--- src/verilog/ttb_map.vh ---
/*
  Register map, field positions, reset values and system clock rate of the
  tone timer and buzzer mixer block.
  Assumes plain-port register access, byte-wide data, 25 MHz system clock.
*/
// Behaviour
// - Mix bit one: channel from timer0 toggle only
// - Mix bit zero: join timer0 and timer1 toggles
// - Source bit picks direct toggle clock or channel
// - Each timer: 8-bit latch and down counter
// - Mode bit: reload when one, one-shot otherwise
// - Reload period is latch plus one ticks
// - Reaching zero emits an underflow pulse
// - First period after enable may be one tick off
// - Count write loads latch, read returns counter
// - Timer0 clock select decode table
// - Timer1 code 000x cascades from timer0 bit 7
// - Timer2 code 000x cascades from timer1 bit 7
// - Timer2 fast codes pick taps 8 down to 1
// - Timer0 stop mode selects stopping event
// - Taps divide slow and fast clocks by powers of two
// - Enable bit zero starts and stops counting
`ifndef TTB_MAP_VH
`define TTB_MAP_VH
`define TTB_ADR_T0_COUNT 8'h00
`define TTB_ADR_T0_MODE 8'h01
`define TTB_ADR_T0_EN 8'h02
`define TTB_ADR_T1_COUNT 8'h04
`define TTB_ADR_T1_MODE 8'h05
`define TTB_ADR_T1_EN 8'h06
`define TTB_ADR_T2_COUNT 8'h08
`define TTB_ADR_T2_MODE 8'h09
`define TTB_ADR_T2_EN 8'h0A
`define TTB_ADR_MIX 8'h2B
`define TTB_ADR_IRQ_STAT 8'h3C
`define TTB_ADR_IRQ_MASK 8'h3D
`define TTB_BIT_RELOAD 4
`define TTB_BIT_STOP_HI 7
`define TTB_BIT_STOP_LO 6
`define TTB_BIT_MIX_SINGLE 4
`define TTB_BIT_MIX_DIRECT 5
`define TTB_RST_MODE 8'h10
`define TTB_RST_MIX 8'h00
`define TTB_STOP_OFF 2'h0
`define TTB_STOP_T2_UNDER 2'h1
`define TTB_STOP_RC_CYCLE 2'h2
`define TTB_STOP_T2_CLOCK 2'h3
`define TTB_SYS_CLK_HZ 25000000
`endif

--- src/verilog/ttb_top.v ---
/*
  Three 8-bit tone timers with clock select, reload / one-shot, Timer0
  stop modes, two channel toggles and a buzzer source mixer.
  Assumes low_freq_clock, fast_osc_clock and rc_osc_input arrive from
  outside SYS_CLK's domain and are each well below half its rate.
*/
// Our own choice: the plain strobed port.
`include "ttb_map.vh"
`timescale 1ns/1ns
`default_nettype none
module ttb_top (
  // System
  input wire SYS_CLK,
  input wire RST,
  // Register port
  input wire [7:0] ADDR,
  input wire [7:0] WDATA,
  input wire WR,
  input wire RD,
  output reg [7:0] RDATA,
  // Clock sources
  input wire LOW_FREQ_CLOCK,
  input wire FAST_OSC_CLOCK,
  input wire RC_OSC_INPUT,
  // Direct toggle clock for the buzzer
  input wire DIRECT_TOGGLE_CLOCK,
  // Outputs
  output reg BUZZER_DRIVE_BIT,
  output reg [2:0] UNDERFLOW,
  output reg IRQ
);
  // Three-stage sampler, change accepted once stages two and three agree
  reg [2:0] s_slow, s_fast, s_rc, s_dir;
  reg slow_q, fast_q, rc_q, dir_q;
  reg slow_prev, fast_prev, rc_prev;
  wire slow_rise = slow_q & ~slow_prev;
  wire fast_rise = fast_q & ~fast_prev;
  wire rc_rise = rc_q & ~rc_prev;
  always @(posedge SYS_CLK or posedge RST) begin
    if (RST) begin
      s_slow <= 3'h0;
      s_fast <= 3'h0;
      s_rc <= 3'h0;
      s_dir <= 3'h0;
      slow_q <= 1'b0;
      fast_q <= 1'b0;
      rc_q <= 1'b0;
      dir_q <= 1'b0;
      slow_prev <= 1'b0;
      fast_prev <= 1'b0;
      rc_prev <= 1'b0;
    end else begin
      s_slow <= {s_slow[1:0], LOW_FREQ_CLOCK};
      s_fast <= {s_fast[1:0], FAST_OSC_CLOCK};
      s_rc <= {s_rc[1:0], RC_OSC_INPUT};
      s_dir <= {s_dir[1:0], DIRECT_TOGGLE_CLOCK};
      if (s_slow[1] == s_slow[2])
        slow_q <= s_slow[2];
      if (s_fast[1] == s_fast[2])
        fast_q <= s_fast[2];
      if (s_rc[1] == s_rc[2])
        rc_q <= s_rc[2];
      if (s_dir[1] == s_dir[2])
        dir_q <= s_dir[2];
      slow_prev <= slow_q;
      fast_prev <= fast_q;
      rc_prev <= rc_q;
    end
  end

  // Ripple-style dividers: tap n toggles at source / 2^(n+1)
  reg [13:0] slow_div;
  reg [8:0] fast_div;
  always @(posedge SYS_CLK or posedge RST) begin
    if (RST) begin
      slow_div <= 14'h0000;
      fast_div <= 9'h000;
    end else begin
      if (slow_rise)
        slow_div <= slow_div + 14'h0001;
      if (fast_rise)
        fast_div <= fast_div + 9'h001;
    end
  end

  // Tick on the rising edge of a tap; prev copy of each counter bit
  reg [13:0] slow_div_d;
  reg [8:0] fast_div_d;
  always @(posedge SYS_CLK or posedge RST) begin
    if (RST) begin
      slow_div_d <= 14'h0000;
      fast_div_d <= 9'h000;
    end else begin
      slow_div_d <= slow_div;
      fast_div_d <= fast_div;
    end
  end
  wire [13:0] slow_tick = slow_div & ~slow_div_d;
  wire [8:0] fast_tick = fast_div & ~fast_div_d;

  // Shared slow-tap decode for codes 001x and 01xx
  function slow_pick;
    input [3:0] sel;
    input [13:0] t;
    begin
      case (sel[2:0])
        3'h2, 3'h3: slow_pick = t[13];
        3'h4: slow_pick = t[11];
        3'h5: slow_pick = t[9];
        3'h6: slow_pick = t[7];
        3'h7: slow_pick = t[5];
        default: slow_pick = 1'b0;
      endcase
    end
  endfunction

  // Fast tap for timers 0/1: 1000..1110 taps 6..0, 1111 raw oscillator
  function fast01_pick;
    input [3:0] sel;
    input [8:0] t;
    input raw;
    begin
      if (sel[2:0] == 3'h7)
        fast01_pick = raw;
      else
        fast01_pick = t[3'h6 - sel[2:0]];
    end
  endfunction

  // Registers
  reg [7:0] latch0, latch1, latch2;
  reg [7:0] cnt0, cnt1, cnt2;
  reg [7:0] mode0, mode1, mode2;
  reg en0, en1, en2;
  reg [7:0] mix;
  reg [2:0] irq_stat, irq_mask;
  reg [2:0] reload_req;
  reg [2:0] done;
  reg t0_stopped;
  reg stop_armed;
  reg ch0, ch1;
  reg cnt0_b7_d, cnt1_b7_d;

  wire wr_c0 = WR && ADDR == `TTB_ADR_T0_COUNT;
  wire wr_c1 = WR && ADDR == `TTB_ADR_T1_COUNT;
  wire wr_c2 = WR && ADDR == `TTB_ADR_T2_COUNT;
  wire wr_e0 = WR && ADDR == `TTB_ADR_T0_EN;
  wire wr_e1 = WR && ADDR == `TTB_ADR_T1_EN;
  wire wr_e2 = WR && ADDR == `TTB_ADR_T2_EN;

  // Cascade ticks from rising edges of the previous counter's bit 7
  wire casc0 = cnt0[7] & ~cnt0_b7_d;
  wire casc1 = cnt1[7] & ~cnt1_b7_d;

  wire [3:0] sel0 = mode0[3:0];
  wire [3:0] sel1 = mode1[3:0];
  wire [3:0] sel2 = mode2[3:0];
  reg tick0, tick1, tick2;
  always @* begin
    if (sel0[3:1] == 3'h0)
      tick0 = rc_rise;
    else if (!sel0[3])
      tick0 = slow_pick(sel0, slow_tick);
    else
      tick0 = fast01_pick(sel0, fast_tick, fast_rise);
    if (sel1[3:1] == 3'h0)
      tick1 = casc0;
    else if (!sel1[3])
      tick1 = slow_pick(sel1, slow_tick);
    else
      tick1 = fast01_pick(sel1, fast_tick, fast_rise);
    if (sel2[3:1] == 3'h0)
      tick2 = casc1;
    else if (!sel2[3])
      tick2 = slow_pick(sel2, slow_tick);
    else
      tick2 = fast_tick[4'h8 - {1'b0, sel2[2:0]}];
  end

  // Counter step: decrement, underflow at zero, reload or hold
  wire run0 = en0 & ~t0_stopped & tick0;
  wire run1 = en1 & tick1;
  wire run2 = en2 & tick2;
  // Underflow when a nonzero count steps to zero
  wire uf0 = run0 & ~done[0] & (cnt0 == 8'h01);
  wire uf1 = run1 & ~done[1] & (cnt1 == 8'h01);
  wire uf2 = run2 & ~done[2] & (cnt2 == 8'h01);

  // Stop mode, cleared on enable of Timer0
  wire [1:0] stop_mode = mode0[`TTB_BIT_STOP_HI:`TTB_BIT_STOP_LO];
  reg stop_event;
  always @* begin
    case (stop_mode)
      `TTB_STOP_T2_UNDER: stop_event = uf2;
      `TTB_STOP_RC_CYCLE: stop_event = rc_rise & stop_armed;
      `TTB_STOP_T2_CLOCK: stop_event = tick2 & stop_armed;
      default: stop_event = 1'b0;
    endcase
  end

  always @(posedge SYS_CLK or posedge RST) begin
    if (RST) begin
      latch0 <= 8'h00;
      latch1 <= 8'h00;
      latch2 <= 8'h00;
      cnt0 <= 8'h00;
      cnt1 <= 8'h00;
      cnt2 <= 8'h00;
      mode0 <= `TTB_RST_MODE;
      mode1 <= `TTB_RST_MODE;
      mode2 <= `TTB_RST_MODE;
      en0 <= 1'b0;
      en1 <= 1'b0;
      en2 <= 1'b0;
      mix <= `TTB_RST_MIX;
      irq_mask <= 3'h0;
      reload_req <= 3'h0;
      done <= 3'h0;
      t0_stopped <= 1'b0;
      stop_armed <= 1'b0;
      cnt0_b7_d <= 1'b0;
      cnt1_b7_d <= 1'b0;
    end else begin
      cnt0_b7_d <= cnt0[7];
      cnt1_b7_d <= cnt1[7];
      if (WR && ADDR == `TTB_ADR_T0_MODE)
        mode0 <= WDATA;
      if (WR && ADDR == `TTB_ADR_T1_MODE)
        mode1 <= WDATA;
      if (WR && ADDR == `TTB_ADR_T2_MODE)
        mode2 <= WDATA;
      if (WR && ADDR == `TTB_ADR_MIX)
        mix <= WDATA;
      if (WR && ADDR == `TTB_ADR_IRQ_MASK)
        irq_mask <= WDATA[2:0];
      if (wr_e0)
        en0 <= WDATA[0];
      if (wr_e1)
        en1 <= WDATA[0];
      if (wr_e2)
        en2 <= WDATA[0];
      // Latch write; counter picks it up on the next selected tick
      if (wr_c0)
        latch0 <= WDATA;
      if (wr_c1)
        latch1 <= WDATA;
      if (wr_c2)
        latch2 <= WDATA;
      // Enable not aligned to the tick: first period may be short
      reload_req[0] <= (reload_req[0] & ~run0) | wr_c0 |
        (wr_e0 & WDATA[0]);
      reload_req[1] <= (reload_req[1] & ~run1) | wr_c1 |
        (wr_e1 & WDATA[0]);
      reload_req[2] <= (reload_req[2] & ~run2) | wr_c2 |
        (wr_e2 & WDATA[0]);
      if (run0) begin
        if (reload_req[0] || (cnt0 == 8'h00 &&
            mode0[`TTB_BIT_RELOAD])) begin
          cnt0 <= latch0;
          done[0] <= 1'b0;
        end else if (cnt0 != 8'h00) begin
          cnt0 <= cnt0 - 8'h01;
        end else begin
          done[0] <= 1'b1;
        end
      end
      if (run1) begin
        if (reload_req[1] || (cnt1 == 8'h00 &&
            mode1[`TTB_BIT_RELOAD])) begin
          cnt1 <= latch1;
          done[1] <= 1'b0;
        end else if (cnt1 != 8'h00) begin
          cnt1 <= cnt1 - 8'h01;
        end else begin
          done[1] <= 1'b1;
        end
      end
      if (run2) begin
        if (reload_req[2] || (cnt2 == 8'h00 &&
            mode2[`TTB_BIT_RELOAD])) begin
          cnt2 <= latch2;
          done[2] <= 1'b0;
        end else if (cnt2 != 8'h00) begin
          cnt2 <= cnt2 - 8'h01;
        end else begin
          done[2] <= 1'b1;
        end
      end
      // Stop mode: re-enable clears it; mode 2/3 need one full cycle
      if (wr_e0 & WDATA[0]) begin
        t0_stopped <= 1'b0;
        stop_armed <= 1'b0;
      end else begin
        if (stop_mode == `TTB_STOP_RC_CYCLE && rc_rise && en0)
          stop_armed <= 1'b1;
        if (stop_mode == `TTB_STOP_T2_CLOCK && tick2 && en0)
          stop_armed <= 1'b1;
        if (en0 && stop_event)
          t0_stopped <= 1'b1;
      end
    end
  end

  // Channel toggles, interrupt status, buzzer mix
  wire [2:0] uf_vec = {uf2, uf1, uf0};
  wire single_ch = mix[`TTB_BIT_MIX_SINGLE];
  // Single mode uses ch0 alone as the combined channel; ch1 is ignored
  wire combined_channel = single_ch ? ch0 : (ch0 ^ ch1);
  always @(posedge SYS_CLK or posedge RST) begin
    if (RST) begin
      ch0 <= 1'b0;
      ch1 <= 1'b0;
      irq_stat <= 3'h0;
      UNDERFLOW <= 3'h0;
      BUZZER_DRIVE_BIT <= 1'b0;
      IRQ <= 1'b0;
      RDATA <= 8'h00;
    end else begin
      if (uf0)
        ch0 <= ~ch0;
      if (uf1)
        ch1 <= ~ch1;
      UNDERFLOW <= uf_vec;
      // Set wins over a write-one clear in the same cycle
      if (WR && ADDR == `TTB_ADR_IRQ_STAT)
        irq_stat <= (irq_stat & ~WDATA[2:0]) | uf_vec;
      else
        irq_stat <= irq_stat | uf_vec;
      IRQ <= |(irq_stat & irq_mask);
      BUZZER_DRIVE_BIT <= mix[`TTB_BIT_MIX_DIRECT] ? dir_q :
        combined_channel;
      if (RD) begin
        case (ADDR)
          `TTB_ADR_T0_COUNT: RDATA <= cnt0;
          `TTB_ADR_T1_COUNT: RDATA <= cnt1;
          `TTB_ADR_T2_COUNT: RDATA <= cnt2;
          `TTB_ADR_T0_MODE: RDATA <= mode0;
          `TTB_ADR_T1_MODE: RDATA <= {3'h0, mode1[4:0]};
          `TTB_ADR_T2_MODE: RDATA <= {3'h0, mode2[4:0]};
          `TTB_ADR_T0_EN: RDATA <= {7'h00, en0};
          `TTB_ADR_T1_EN: RDATA <= {7'h00, en1};
          `TTB_ADR_T2_EN: RDATA <= {7'h00, en2};
          `TTB_ADR_MIX: RDATA <= {2'h0, mix[5:4], 4'h0};
          `TTB_ADR_IRQ_STAT: RDATA <= {5'h00, irq_stat};
          `TTB_ADR_IRQ_MASK: RDATA <= {5'h00, irq_mask};
          default: RDATA <= 8'h00;
        endcase
      end else begin
        RDATA <= 8'h00;
      end
    end
  end
endmodule // ttb_top
`default_nettype wire
--- config.mk ---
export PLATFORM = sky130hd
export DESIGN_NAME = ttb_top
export DESIGN_NICKNAME = d
export VERILOG_FILES = /design/src/verilog/ttb_top.v
export VERILOG_INCLUDE_DIRS = /design/src /design/src/verilog
export SDC_FILE = /design/constraint.sdc
export NUM_CORES = 1
export LEC_CHECK = 0
export ABC_AREA = 1
export BUFFER_PORTS_ARGS = -buffer_cell sky130_fd_sc_hd__buf_4
export CAP_MARGIN = 15
export CORE_ASPECT_RATIO = 0.6
export CORE_MARGIN = 1
export CORE_UTILIZATION = 45
export DETAILED_ROUTE_END_ITERATION = 6
export PLACE_DENSITY = 0.59
export SYNTH_ARGS = -nofsm -noshare
export SYNTH_HDL_FRONTEND = slang
export SYNTH_SLANG_ARGS = --single-unit
--- constraint.sdc ---
create_clock -name SYS_CLK -period 16.3 [get_ports SYS_CLK]
set_input_delay 4.075 -clock SYS_CLK [delete_from_list [all_inputs] [get_ports SYS_CLK]]
set_output_delay 4.075 -clock SYS_CLK [all_outputs]
set_load 0.03 [all_outputs]
==> metrics.md, run 1 <==
| Metric | Value |
|---|---|
| Final Hold Vio Count | 0 |
| Max_cap viols | 0 |
| Vias per cell | slightly above 5 |
| Layout cell share with drive strength beyond 1 | a little over an eighth |
| Clock Path Buffers | 2 |
| Post-CTS setup buffers | 0 |
| RSZ-0062 raised after global routing | false |
| Async set or reset register ratio after synthesis | 100% |
| HP Class | flip-flop to flip-flop |
| Root Driver | clkbuf_16 |
| Distinct cells, synth | 46 |
| Worst-path clk slew | around 0.06 ns |
| Nets@finish | 1009 |
| Min Clock Period, post-route | approximately 5.4 ns |
| Synth Warn # | 0 |
| Residual DRC count | 0 |
| R2r setup slk | approximately 14 ns |
| Port bufs | 36 |
| Hold path cells | 0 |
| Post-DP Area | between 8000 and 9000 µm² |
| Fmax | approximately 190 MHz |
| Mapped Area | around 8000 µm² |
| Cell Rows | 37 |
| HP Start | s_dir[0]$_DFF_PP0_ |
| Max FFs per register | 14 |
| Slew Viols, Final | 0 |
| Gp weighted congestion | 0.963 |
| Crit path required time | 16.64 ns |
| Die Area | between 15000 and 20000 µm² |
| GRT Overall Usage | a little under a quarter |
| Hold Buf Count CTS | 0 |
| GRT overflow | 0 |
| Worst Tran Pin Value | 0.912 ns |
| Registers with the most flip-flops | slow_div: 14 flops, fast_div: 9 flops, fast_div_d: 9 flops |
| Post-route cell area | roughly 9000 µm² |
| Crit share post-route | 33.0% |
| Outcome | completed |
| Synth top area cells | dfrtp_1 (49%), nand2_1 (11%), inv_1 (5.7%), o21ai_0 (5.5%), ha_1 (3.9%) |
| Setup tns final | 0 ns |
| Post-route ant nets | 0 |
| Reg-to-Reg End | cnt1[6]$_DFFE_PP0P_ |
| Most common cell after layout, fill and taps aside | nand2_1 |
| Initial antenna violation count | 0 |
| Syn Inst Count | ~920 |
| CTS tree | done |
| Final non-filler cell total | ~1200 |
| DP Wirelength | roughly 14000 µm |
| Worst Reg-to-Reg Cells | 13 |
| Yosys reg bits | between 150 and 200 |
| Lkg Pwr | around 4.4 nW |
| Worst-Skew Late Latency | approximately 0.43 ns |
| Initial Util | a little under half |
| Largest reg by FF count | slow_div |
| Die Ht | between 100 and 150 µm |
| Final setup fails | 0 |
| Crit Path Class | input port to flip-flop |
| Data arrival time of the worst path | roughly 5.7 ns |
| Mean area per synthesized cell | ~8.6 µm² |
| VDD IR max | roughly 0.068 mV |
| Final wirelength | ~20000 µm |
| IO Count | 37 |
| Post-synth top area share | 48.9% |
| Die W | ~170 µm |
| Critical Path End Type | flip-flop |
| Critical Path Start Type | input port |
| Syn_nets | around 970 |
| Max-slew headroom | about two fifths |
| Routed vias | 6249 |
| Commonest non-fill, non-tap cells in the layout | nand2_1 (228), dfrtp_1 (155), inv_1 (119) |
| Iteration-0 DRC Markers | between 600 and 700 |
| First-pass GRT wire length | roughly 32000 µm |
| Dominant synthesized flop cell | dfrtp_1 |
| Placed cells | ~1200 |
| Clock skew | roughly 0.0074 ns |
| Post-synth EDFFs | 0 |
| Vias in the first global route | approximately 5600 |
| Total CTS buffers | 17 |
| Core Area | between 15000 and 20000 µm² |
| Hold EP | s_dir[1]$_DFF_PP0_ |
| Antenna cells | 0 |
| Layout area overhead | 13.7% |
| Post-CTS sizing | 0 |
| Sink Count | 158 |
| DRT Pass-1 Iters | 5 |
| Pin count of the biggest net entering global routing | 87 |
| Power density cells | roughly 130 nW/µm² |
| Post-DR wirelength/cell | 16.5 µm |
| Synth area leader | dfrtp_1 |
| Htree depth | 4 |
| CP Max Fanout | 16 |
| Register area share after synthesis | between 40 and 50% |
| Worst r2r src | mode1[0]$_DFFE_PP0P_ |
## cell families (layout without fill, tap and decap cells)
group	count (synthesis)	count (layout)	share of synthesized area, %
buffers and inverters	143	198	7.27
and+or+nand+nor	401	401	22.9
xor gates and xnor gates	37	37	4.08
AOI/OAI and AO/OA	150	150	11.4
adders and majority gates	29	29	4.45
DFF	158	158	49.9
## power by group
group | internal, mW | leakage (nW) | switching (mW)
combinational | 0.0942 | 2.04 | 0.182
sequential | 0.444 | 2.06 | 0.0465
clock | 0.231 | 0.292 | 0.178
total | 0.769 | 4.40 | 0.406
## how the worst max path moves through the flow
stage               slack, ns                          to     from
finish                  10.92        mode0[2]$_DFFE_PP0P_  ADDR[7]
CTS                     10.96         cnt0[7]$_DFFE_PP0P_      RST
floorplan                7.97  BUZZER_DRIVE_BIT$_DFF_PP0_      RST
global route            10.74      UNDERFLOW[0]$_DFF_PP0_      RST
global placement        10.48         cnt1_b7_d$_DFF_PP0_      RST
detailed placement      10.51         cnt1_b7_d$_DFF_PP0_      RST
## per-layer routing
layer,vias to the layer above,GRT usage (%),wire (µm)
li1,3061,-,-
met1,2965,38.5,10600
met2,203,28.3,7320
met3,20,6.33,1710
met4,0,5.75,187
met5,-,0,0
## final cells by class
cell class / count / area, µm²
Clock buffer: 17 / 425
Multi-Input combinational cell: 617 / 3400
Fill cell: 1666 / 8150
Sequential cell: 158 / 3960
Timing Repair Buffer: 37 / 278
Inverter: 129 / 490
Clock inverter: 15 / 175
Tap cell: 234 / 293
## synthesized netlist by cell type (9+ instances only)
library cell  count
o21ai_0          88
inv_1           120
a21oi_1           9
dfrtp_1         155
ha_1             25
xor2_1           30
nand4_1          18
nor2_1           46
nand3_1          57
o21ai_2           9
o22ai_1          11
nand2_1         228
nor3_1           12
## critical path, cell delays in order
cell     delay (ns)
buf_4          0.11
nor2_2         0.24
nand2_2        0.18
nor2_1         0.29
nand3_1        0.49
o21ai_0        0.32
## stage by stage
step	util, %	setup WS, ns	hold slack [ns]	total power [mW]
3_3_place_gp	49.0	10.48	0.333	0.768
6_report	52.5	10.92	0.348	1.18
3_5_place_dp	49.0	10.51	0.336	0.768
4_1_cts	52.5	10.96	0.351	1.18
5_1_grt	52.5	10.74	0.370	1.24
2_1_floorplan	-	7.97	0.331	0.698
(Power assumes the default switching activity.)
==> run 2: changes to the inputs <==
==> constraint.sdc (replaced) <==
create_clock -name SYS_CLK -period 5.05 [get_ports SYS_CLK]
set_input_delay 1.2625 -clock SYS_CLK [delete_from_list [all_inputs] [get_ports SYS_CLK]]
set_output_delay 1.2625 -clock SYS_CLK [all_outputs]
set_load 0.03 [all_outputs]
==> run 2 against run 1 <==
  * Critical path depth increased by 7
  * Total power increased to 3.2 times the previous value
  * Via count decreased by 0.34%
  * Clock skew increased by 0.0029 ns
  * Non-clock buffer count increased by 1
  * Critical endpoint is now ch1$_DFFE_PP0P_
  * Highest routed layer unchanged
==> metrics.md, run 2 (synthesis results as in run 1) <==
| Metric | Value |
|---|---|
| CP startpoint | mode1[0]$_DFFE_PP0P_ |
| Layout cell share with drive strength beyond 1 | ~13% |
| Htree depth | 4 |
| Nets@finish | ~1000 |
| Post-CTS sizing | 0 |
| Max FFs per register | 14 |
| Post-Route Utilization | 52.5% |
| Worst-Skew Late Latency | between 0.4 and 0.5 ns |
| Largest reg by FF count | slow_div |
| Clock skew | between 0.01 and 0.015 ns |
| Min Clock Period, post-route | 2.60 ns |
| Layout fillers | between 1500 and 2000 |
| Max-slew headroom | a little under three fifths |
| Initial antenna violation count | 2 |
| CP Max Fanout | 14 |
| CP Capture Point | ch1$_DFFE_PP0P_ |
| Core Area | about 17000 µm² |
| Vias in the first global route | ~5600 |
| Slew Viols, Final | 0 |
| Outcome | completed |
| Vias per cell | 5.16 |
| Final Hold Vio Count | 0 |
| Data arrival time of the worst path | ~2.9 ns |
| CP top delay family | simple AND/OR/NAND/NOR gates |
| Post-CTS setup buffers | 0 |
| Worst-path clk slew | ~0.060 ns |
| Met3 usage | 6.84% |
| Fmax | just under 400 MHz |
| Final wirelength | approximately 20000 µm |
| Die Area | between 15000 and 20000 µm² |
| Setup tns final | 0 ns |
| Final WS setup | 2.45 ns |
| Met2 GRT Util | between 20% and 30% |
| R2r setup slk | about 2.5 ns |
| CTS tree | done |
| Root Driver | clkbuf_16 |
| Most common cell after layout, fill and taps aside | nand2_1 |
| Residual DRC count | 0 |
| GRT Overall Usage | 23.1% |
| Gp weighted congestion | between 0.9 and 1 |
| Worst Tran Pin Value | ~0.65 ns |
| Hold Buf Count CTS | 0 |
| Pre-CTS WS | 2.25 ns |
| Reg-to-Reg End | ch1$_DFFE_PP0P_ |
| Post-DR wirelength/cell | between 15 and 20 µm |
| Critical Path End Type | flip-flop |
| Slowest stage delay, CP | around 0.57 ns |
| Die W | roughly 170 µm |
| Crit Path Class | flip-flop to flip-flop |
| Max_cap viols | 0 |
| First-pass GRT wire length | roughly 32000 µm |
| Lkg Pwr | between 4 and 5 nW |
| Port bufs | 36 |
| Worst path depth | 13 |
| Clock Path Buffers | 2 |
| HP Class | flip-flop to flip-flop |
| GRT overflow | 0 |
| Worst-path cell chain | inv_1 > ha_1 > inv_1 > o211ai_1 > nand2_1 > o21ai_1 > nand2_1 > nand2_1 > nand2_1 > nand2_2 > nand3_1 > nand2_1 > nand2_1 |
| Power density cells | about 420 nW/µm² |
| Layout area overhead | 13.7% |
| DRT Pass-1 Iters | 5 |
| Met1 Usage GRT | approximately 37% |
| VDD IR max | between 0.2 and 0.25 mV |
| Pin count of the biggest net entering global routing | ~120 |
| Initial Util | between 40% and 50% |
| Worst r2r src | mode1[0]$_DFFE_PP0P_ |
| Top Usage Layer GRT | met1 |
| Crit share post-route | around 50% |
| Die Ht | roughly 100 µm |
| Cell Rows | 37 |
| CP bufs+invs | 2 |
| Top cell by count, worst path | nand2_1 |
| Registers with the most flip-flops | slow_div: 14 flops, fast_div: 9 flops, fast_div_d: 9 flops |
| Sink Count | 158 |
| RSZ-0062 raised after global routing | false |
| Crit path required time | roughly 5.4 ns |
| Critical-path top delay cell | dfrtp_1 |
| Critical Path Start Type | flip-flop |
| Iteration-0 DRC Markers | 598 |
| DP Wirelength | about 14000 µm |
| Worst Reg-to-Reg Cells | 13 |
| IO Count | 37 |
| Routed vias | ~6200 |
| Post-route ant nets | 0 |
| Total CTS buffers | 17 |
| Final setup fails | 0 |
| Commonest non-fill, non-tap cells in the layout | nand2_1 (228), dfrtp_1 (155), inv_1 (119) |
run 2: cell count changes in the layout (fill, tap and decap cells not counted), sizes merged:
cell      previous run  this run
clkinvlp             1         2
buf                 37        38
clkinv               5         4
diode                0         1
inv                136       127
clkbuf              17        25
run 2: area by class of cell:
| class | count | area, µm² | area share, % |
|---|---|---|---|
| well taps | 234 | 293 | 3.25 |
| multi-input cells | 617 | 3400 | 37.7 |
| flip-flops and latches | 158 | 3960 | 43.9 |
| diodes | 1 | 2.50 | 0.0277 |
| repair buffers | 38 | 298 | 3.30 |
| clock inverters | 6 | 82.6 | 0.916 |
| clock buffers | 25 | 495 | 5.49 |
| inverters | 129 | 489 | 5.42 |
run 2: worst min-delay path by stage:
| stage | startpoint | end | slack, ns | depth (start not counted) |
|---|---|---|---|---|
| after floorplan | s_dir[0]$_DFF_PP0_ | s_dir[1]$_DFF_PP0_ | 0.33 | 0 |
| after global placement | s_fast[0]$_DFF_PP0_ | s_fast[1]$_DFF_PP0_ | 0.33 | 0 |
| after detailed placement | s_rc[0]$_DFF_PP0_ | s_rc[1]$_DFF_PP0_ | 0.33 | 0 |
| after CTS | s_rc[0]$_DFF_PP0_ | s_rc[1]$_DFF_PP0_ | 0.35 | 0 |
| after global routing | s_fast[0]$_DFF_PP0_ | s_fast[1]$_DFF_PP0_ | 0.35 | 0 |
| final | s_rc[0]$_DFF_PP0_ | s_rc[1]$_DFF_PP0_ | 0.35 | 0 |
run 2: report_power, final:
part	internal [mW]	switching [mW]
registers	1.43	0.148
clock network	0.775	0.504
logic	0.306	0.577
total	2.52	1.23
run 2: through the flow:
| step | power (mW) | instances | instance area (µm²) | hold WS, ns |
|---|---|---|---|---|
| after detailed placement | 2.48 | 1176 | 8440 | 0.335 |
| after CTS | 3.77 | 1207 | 9020 | 0.348 |
| final | 3.74 | 1208 | 9020 | 0.346 |
| after floorplan | 2.25 | 918 | 7940 | 0.331 |
| after global routing | 3.97 | 1207 | 9020 | 0.355 |
| after global placement | 2.47 | 1176 | 8440 | 0.333 |
run 2: per-layer routing:
metal	wire length, µm	part of all wire, %
met4	261	1.3
met2	7230	37
met3	1620	8.3
met1	10400	53
met5	0	0
==> run 3: changes to the inputs <==
==> constraint.sdc (replaced) <==
create_clock -name SYS_CLK -period 2.46 [get_ports SYS_CLK]
set_input_delay 0.615 -clock SYS_CLK [delete_from_list [all_inputs] [get_ports SYS_CLK]]
set_output_delay 0.615 -clock SYS_CLK [all_outputs]
set_load 0.03 [all_outputs]
==> run 3 against run 2 <==
  * The run now ends with design-rule violations left
  * Clock power grew 100%
  * Worst hold slack lost 0.063 ns
  * Maximum frequency grew 17%
  * Highest routed layer unchanged
==> metrics.md, run 3 (synthesis results as in run 1) <==
| Metric | Value |
|---|---|
| Outcome | finished with violations |
| Violated checks | design-rule violations |
| Fmax | about 450 MHz |
| Largest reg by FF count | slow_div |
| Initial antenna violation count | 0 |
| RSZ-0062 raised after global routing | false |
| Crit Path Class | flip-flop to flip-flop |
| Layout cell share with drive strength beyond 1 | approximately 14% |
| Critical Path Start Type | flip-flop |
| Clock Path Buffers | 2 |
| Max_cap viols | 0 |
| Core Area | about 17000 µm² |
| VDD IR max | ~0.44 mV |
| Worst Tran Pin Value | between 0.7 and 0.8 ns |
| Post-CTS setup buffers | 0 |
| Final setup fails | 0 |
| Iteration-0 DRC Markers | 579 |
| Final Hold Vio Count | 0 |
| Power density cells | between 800 and 900 nW/µm² |
| Commonest non-fill, non-tap cells in the layout | nand2_1 (228), dfrtp_1 (155), inv_1 (119) |
| Pin count of the biggest net entering global routing | 36 |
| First-pass GRT wire length | 33100 µm |
| Vias per cell | a little over 5 |
| Root Driver | clkbuf_16 |
| Final non-filler cell total | about 1200 |
| Max FFs per register | 14 |
| Htree depth | 4 |
| Nets@finish | slightly above 1000 |
| Min Clock Period, post-route | 2.21 ns |
| Critical Path End Type | flip-flop |
| Die W | approximately 170 µm |
| Final WS setup | 0.250 ns |
| Placed cells | roughly 1200 |
| Critical-path top delay cell | dfrtp_1 |
| Total CTS buffers | 17 |
| Sink Count | around 160 |
| Pre-CTS WS | 0.269 ns |
| Crit path required time | about 2.8 ns |
| Crit share post-route | roughly 90% |
| DRT Pass-1 Iters | 7 |
| Worst-Skew Late Latency | between 0.4 and 0.5 ns |
| Max-slew headroom | a little under 50% |
| Most common cell after layout, fill and taps aside | nand2_1 |
| Port bufs | 36 |
| Post-CTS sizing | 0 |
| Vias in the first global route | 5819 |
| Registers with the most flip-flops | slow_div: 14 flops, fast_div: 9 flops, fast_div_d: 9 flops |
| CP top delay family | compound AO/OA/AOI/OAI gates |
| Setup tns final | 0 ns |
| Routed vias | roughly 6300 |
| DP Wirelength | about 15000 µm |
| Worst-path cell chain | inv_1 > ha_1 > ha_1 > nand3_1 > a21oi_1 > nand2_2 > nand2_4 > nand2_4 > a21oi_4 > o21ai_0 |
| Gp weighted congestion | between 0.9 and 1 |
| Post-route ant nets | 0 |
| CTS tree | done |
| Tot Pwr | about 7.7 mW |
| GRT Overall Usage | roughly a quarter |
| Hold Buf Count CTS | 0 |
| GRT overflow | 0 |
| Die Area | 18200 µm² |
| HP Class | input port to flip-flop |
| Post-DR wirelength/cell | 16.5 µm |
| Slew Viols, Final | 0 |
| Post-DP Area | around 8600 µm² |
| Post-route cell area | ~9200 µm² |
| Layout area overhead | 15.6% |
| Initial Util | a little under half |
| Slowest stage delay, CP | ~0.4 ns |
| Final wirelength | approximately 20000 µm |
| Worst-path clk slew | roughly 0.070 ns |
| Post-Route Utilization | a little over half |
| CP bufs+invs | 1 |
| Data arrival time of the worst path | between 2 and 3 ns |
| Antenna cells | 0 |
| IO Count | 37 |
| CP Max Fanout | 16 |
| Die Ht | 105 µm |
| Residual DRC count | 1 |
| Lkg Pwr | approximately 4.5 nW |
| Clock skew | roughly 0.014 ns |
| Hold Slack | 0.283 ns |
| Cell Rows | 37 |
-- run 3: changes by cell type in the layout (fill, tap and decap cells not counted), moves of 3 or more --
cell	delta
buf_12	+5
buf_4	+8
clkbuf_1	-3
clkbuf_8	-4
clkinv_2	-3
inv_6	+7
-- run 3: area by class of cell --
cell class / instances / area, µm²
tap: 234 / 293
timing repair buffer: 51 / 458
multi-input combinational: 617 / 3400
fill: 1617 / 8000
clock inverter: 14 / 146
clock buffer: 18 / 429
sequential: 158 / 3960
inverter: 129 / 489
-- run 3: worst paths after layout --
path | to | cells after the start | from | slack, ns
max in group asynchronous | mode0[4]$_DFFE_PP1P_ | 3 | RST | 1.48
hold reg to reg | s_slow[1]$_DFF_PP0_ | 0 | s_slow[0]$_DFF_PP0_ | 0.35
min in group asynchronous | s_rc[0]$_DFF_PP0_ | 2 | RST | 0.31
setup reg to reg | cnt2[2]$_DFFE_PP0P_ | 10 | mode2[1]$_DFFE_PP0P_ | 0.25
setup / recovery | cnt2[2]$_DFFE_PP0P_ | 10 | mode2[1]$_DFFE_PP0P_ | 0.25
hold / removal | s_slow[0]$_DFF_PP0_ | 1 | LOW_FREQ_CLOCK | 0.28
-- run 3: metal layers --
| metal | routed length (µm) | part of all wire (%) | vias up | track usage (%) |
|---|---|---|---|---|
| met1 | 10900 | 54 | 2942 | 39.0 |
| li1 | - | - | 3098 | - |
| met5 | 0 | 0 | - | 0 |
| met2 | 7400 | 37 | 205 | 29.2 |
| met3 | 1690 | 8.4 | 14 | 7.42 |
| met4 | 185 | 0.92 | 0 | 5.63 |
-- run 3: report_power, final --
group          switching [mW]  internal [mW]
logic                    1.20          0.658
registers               0.312           2.94
clock network            1.19           1.43
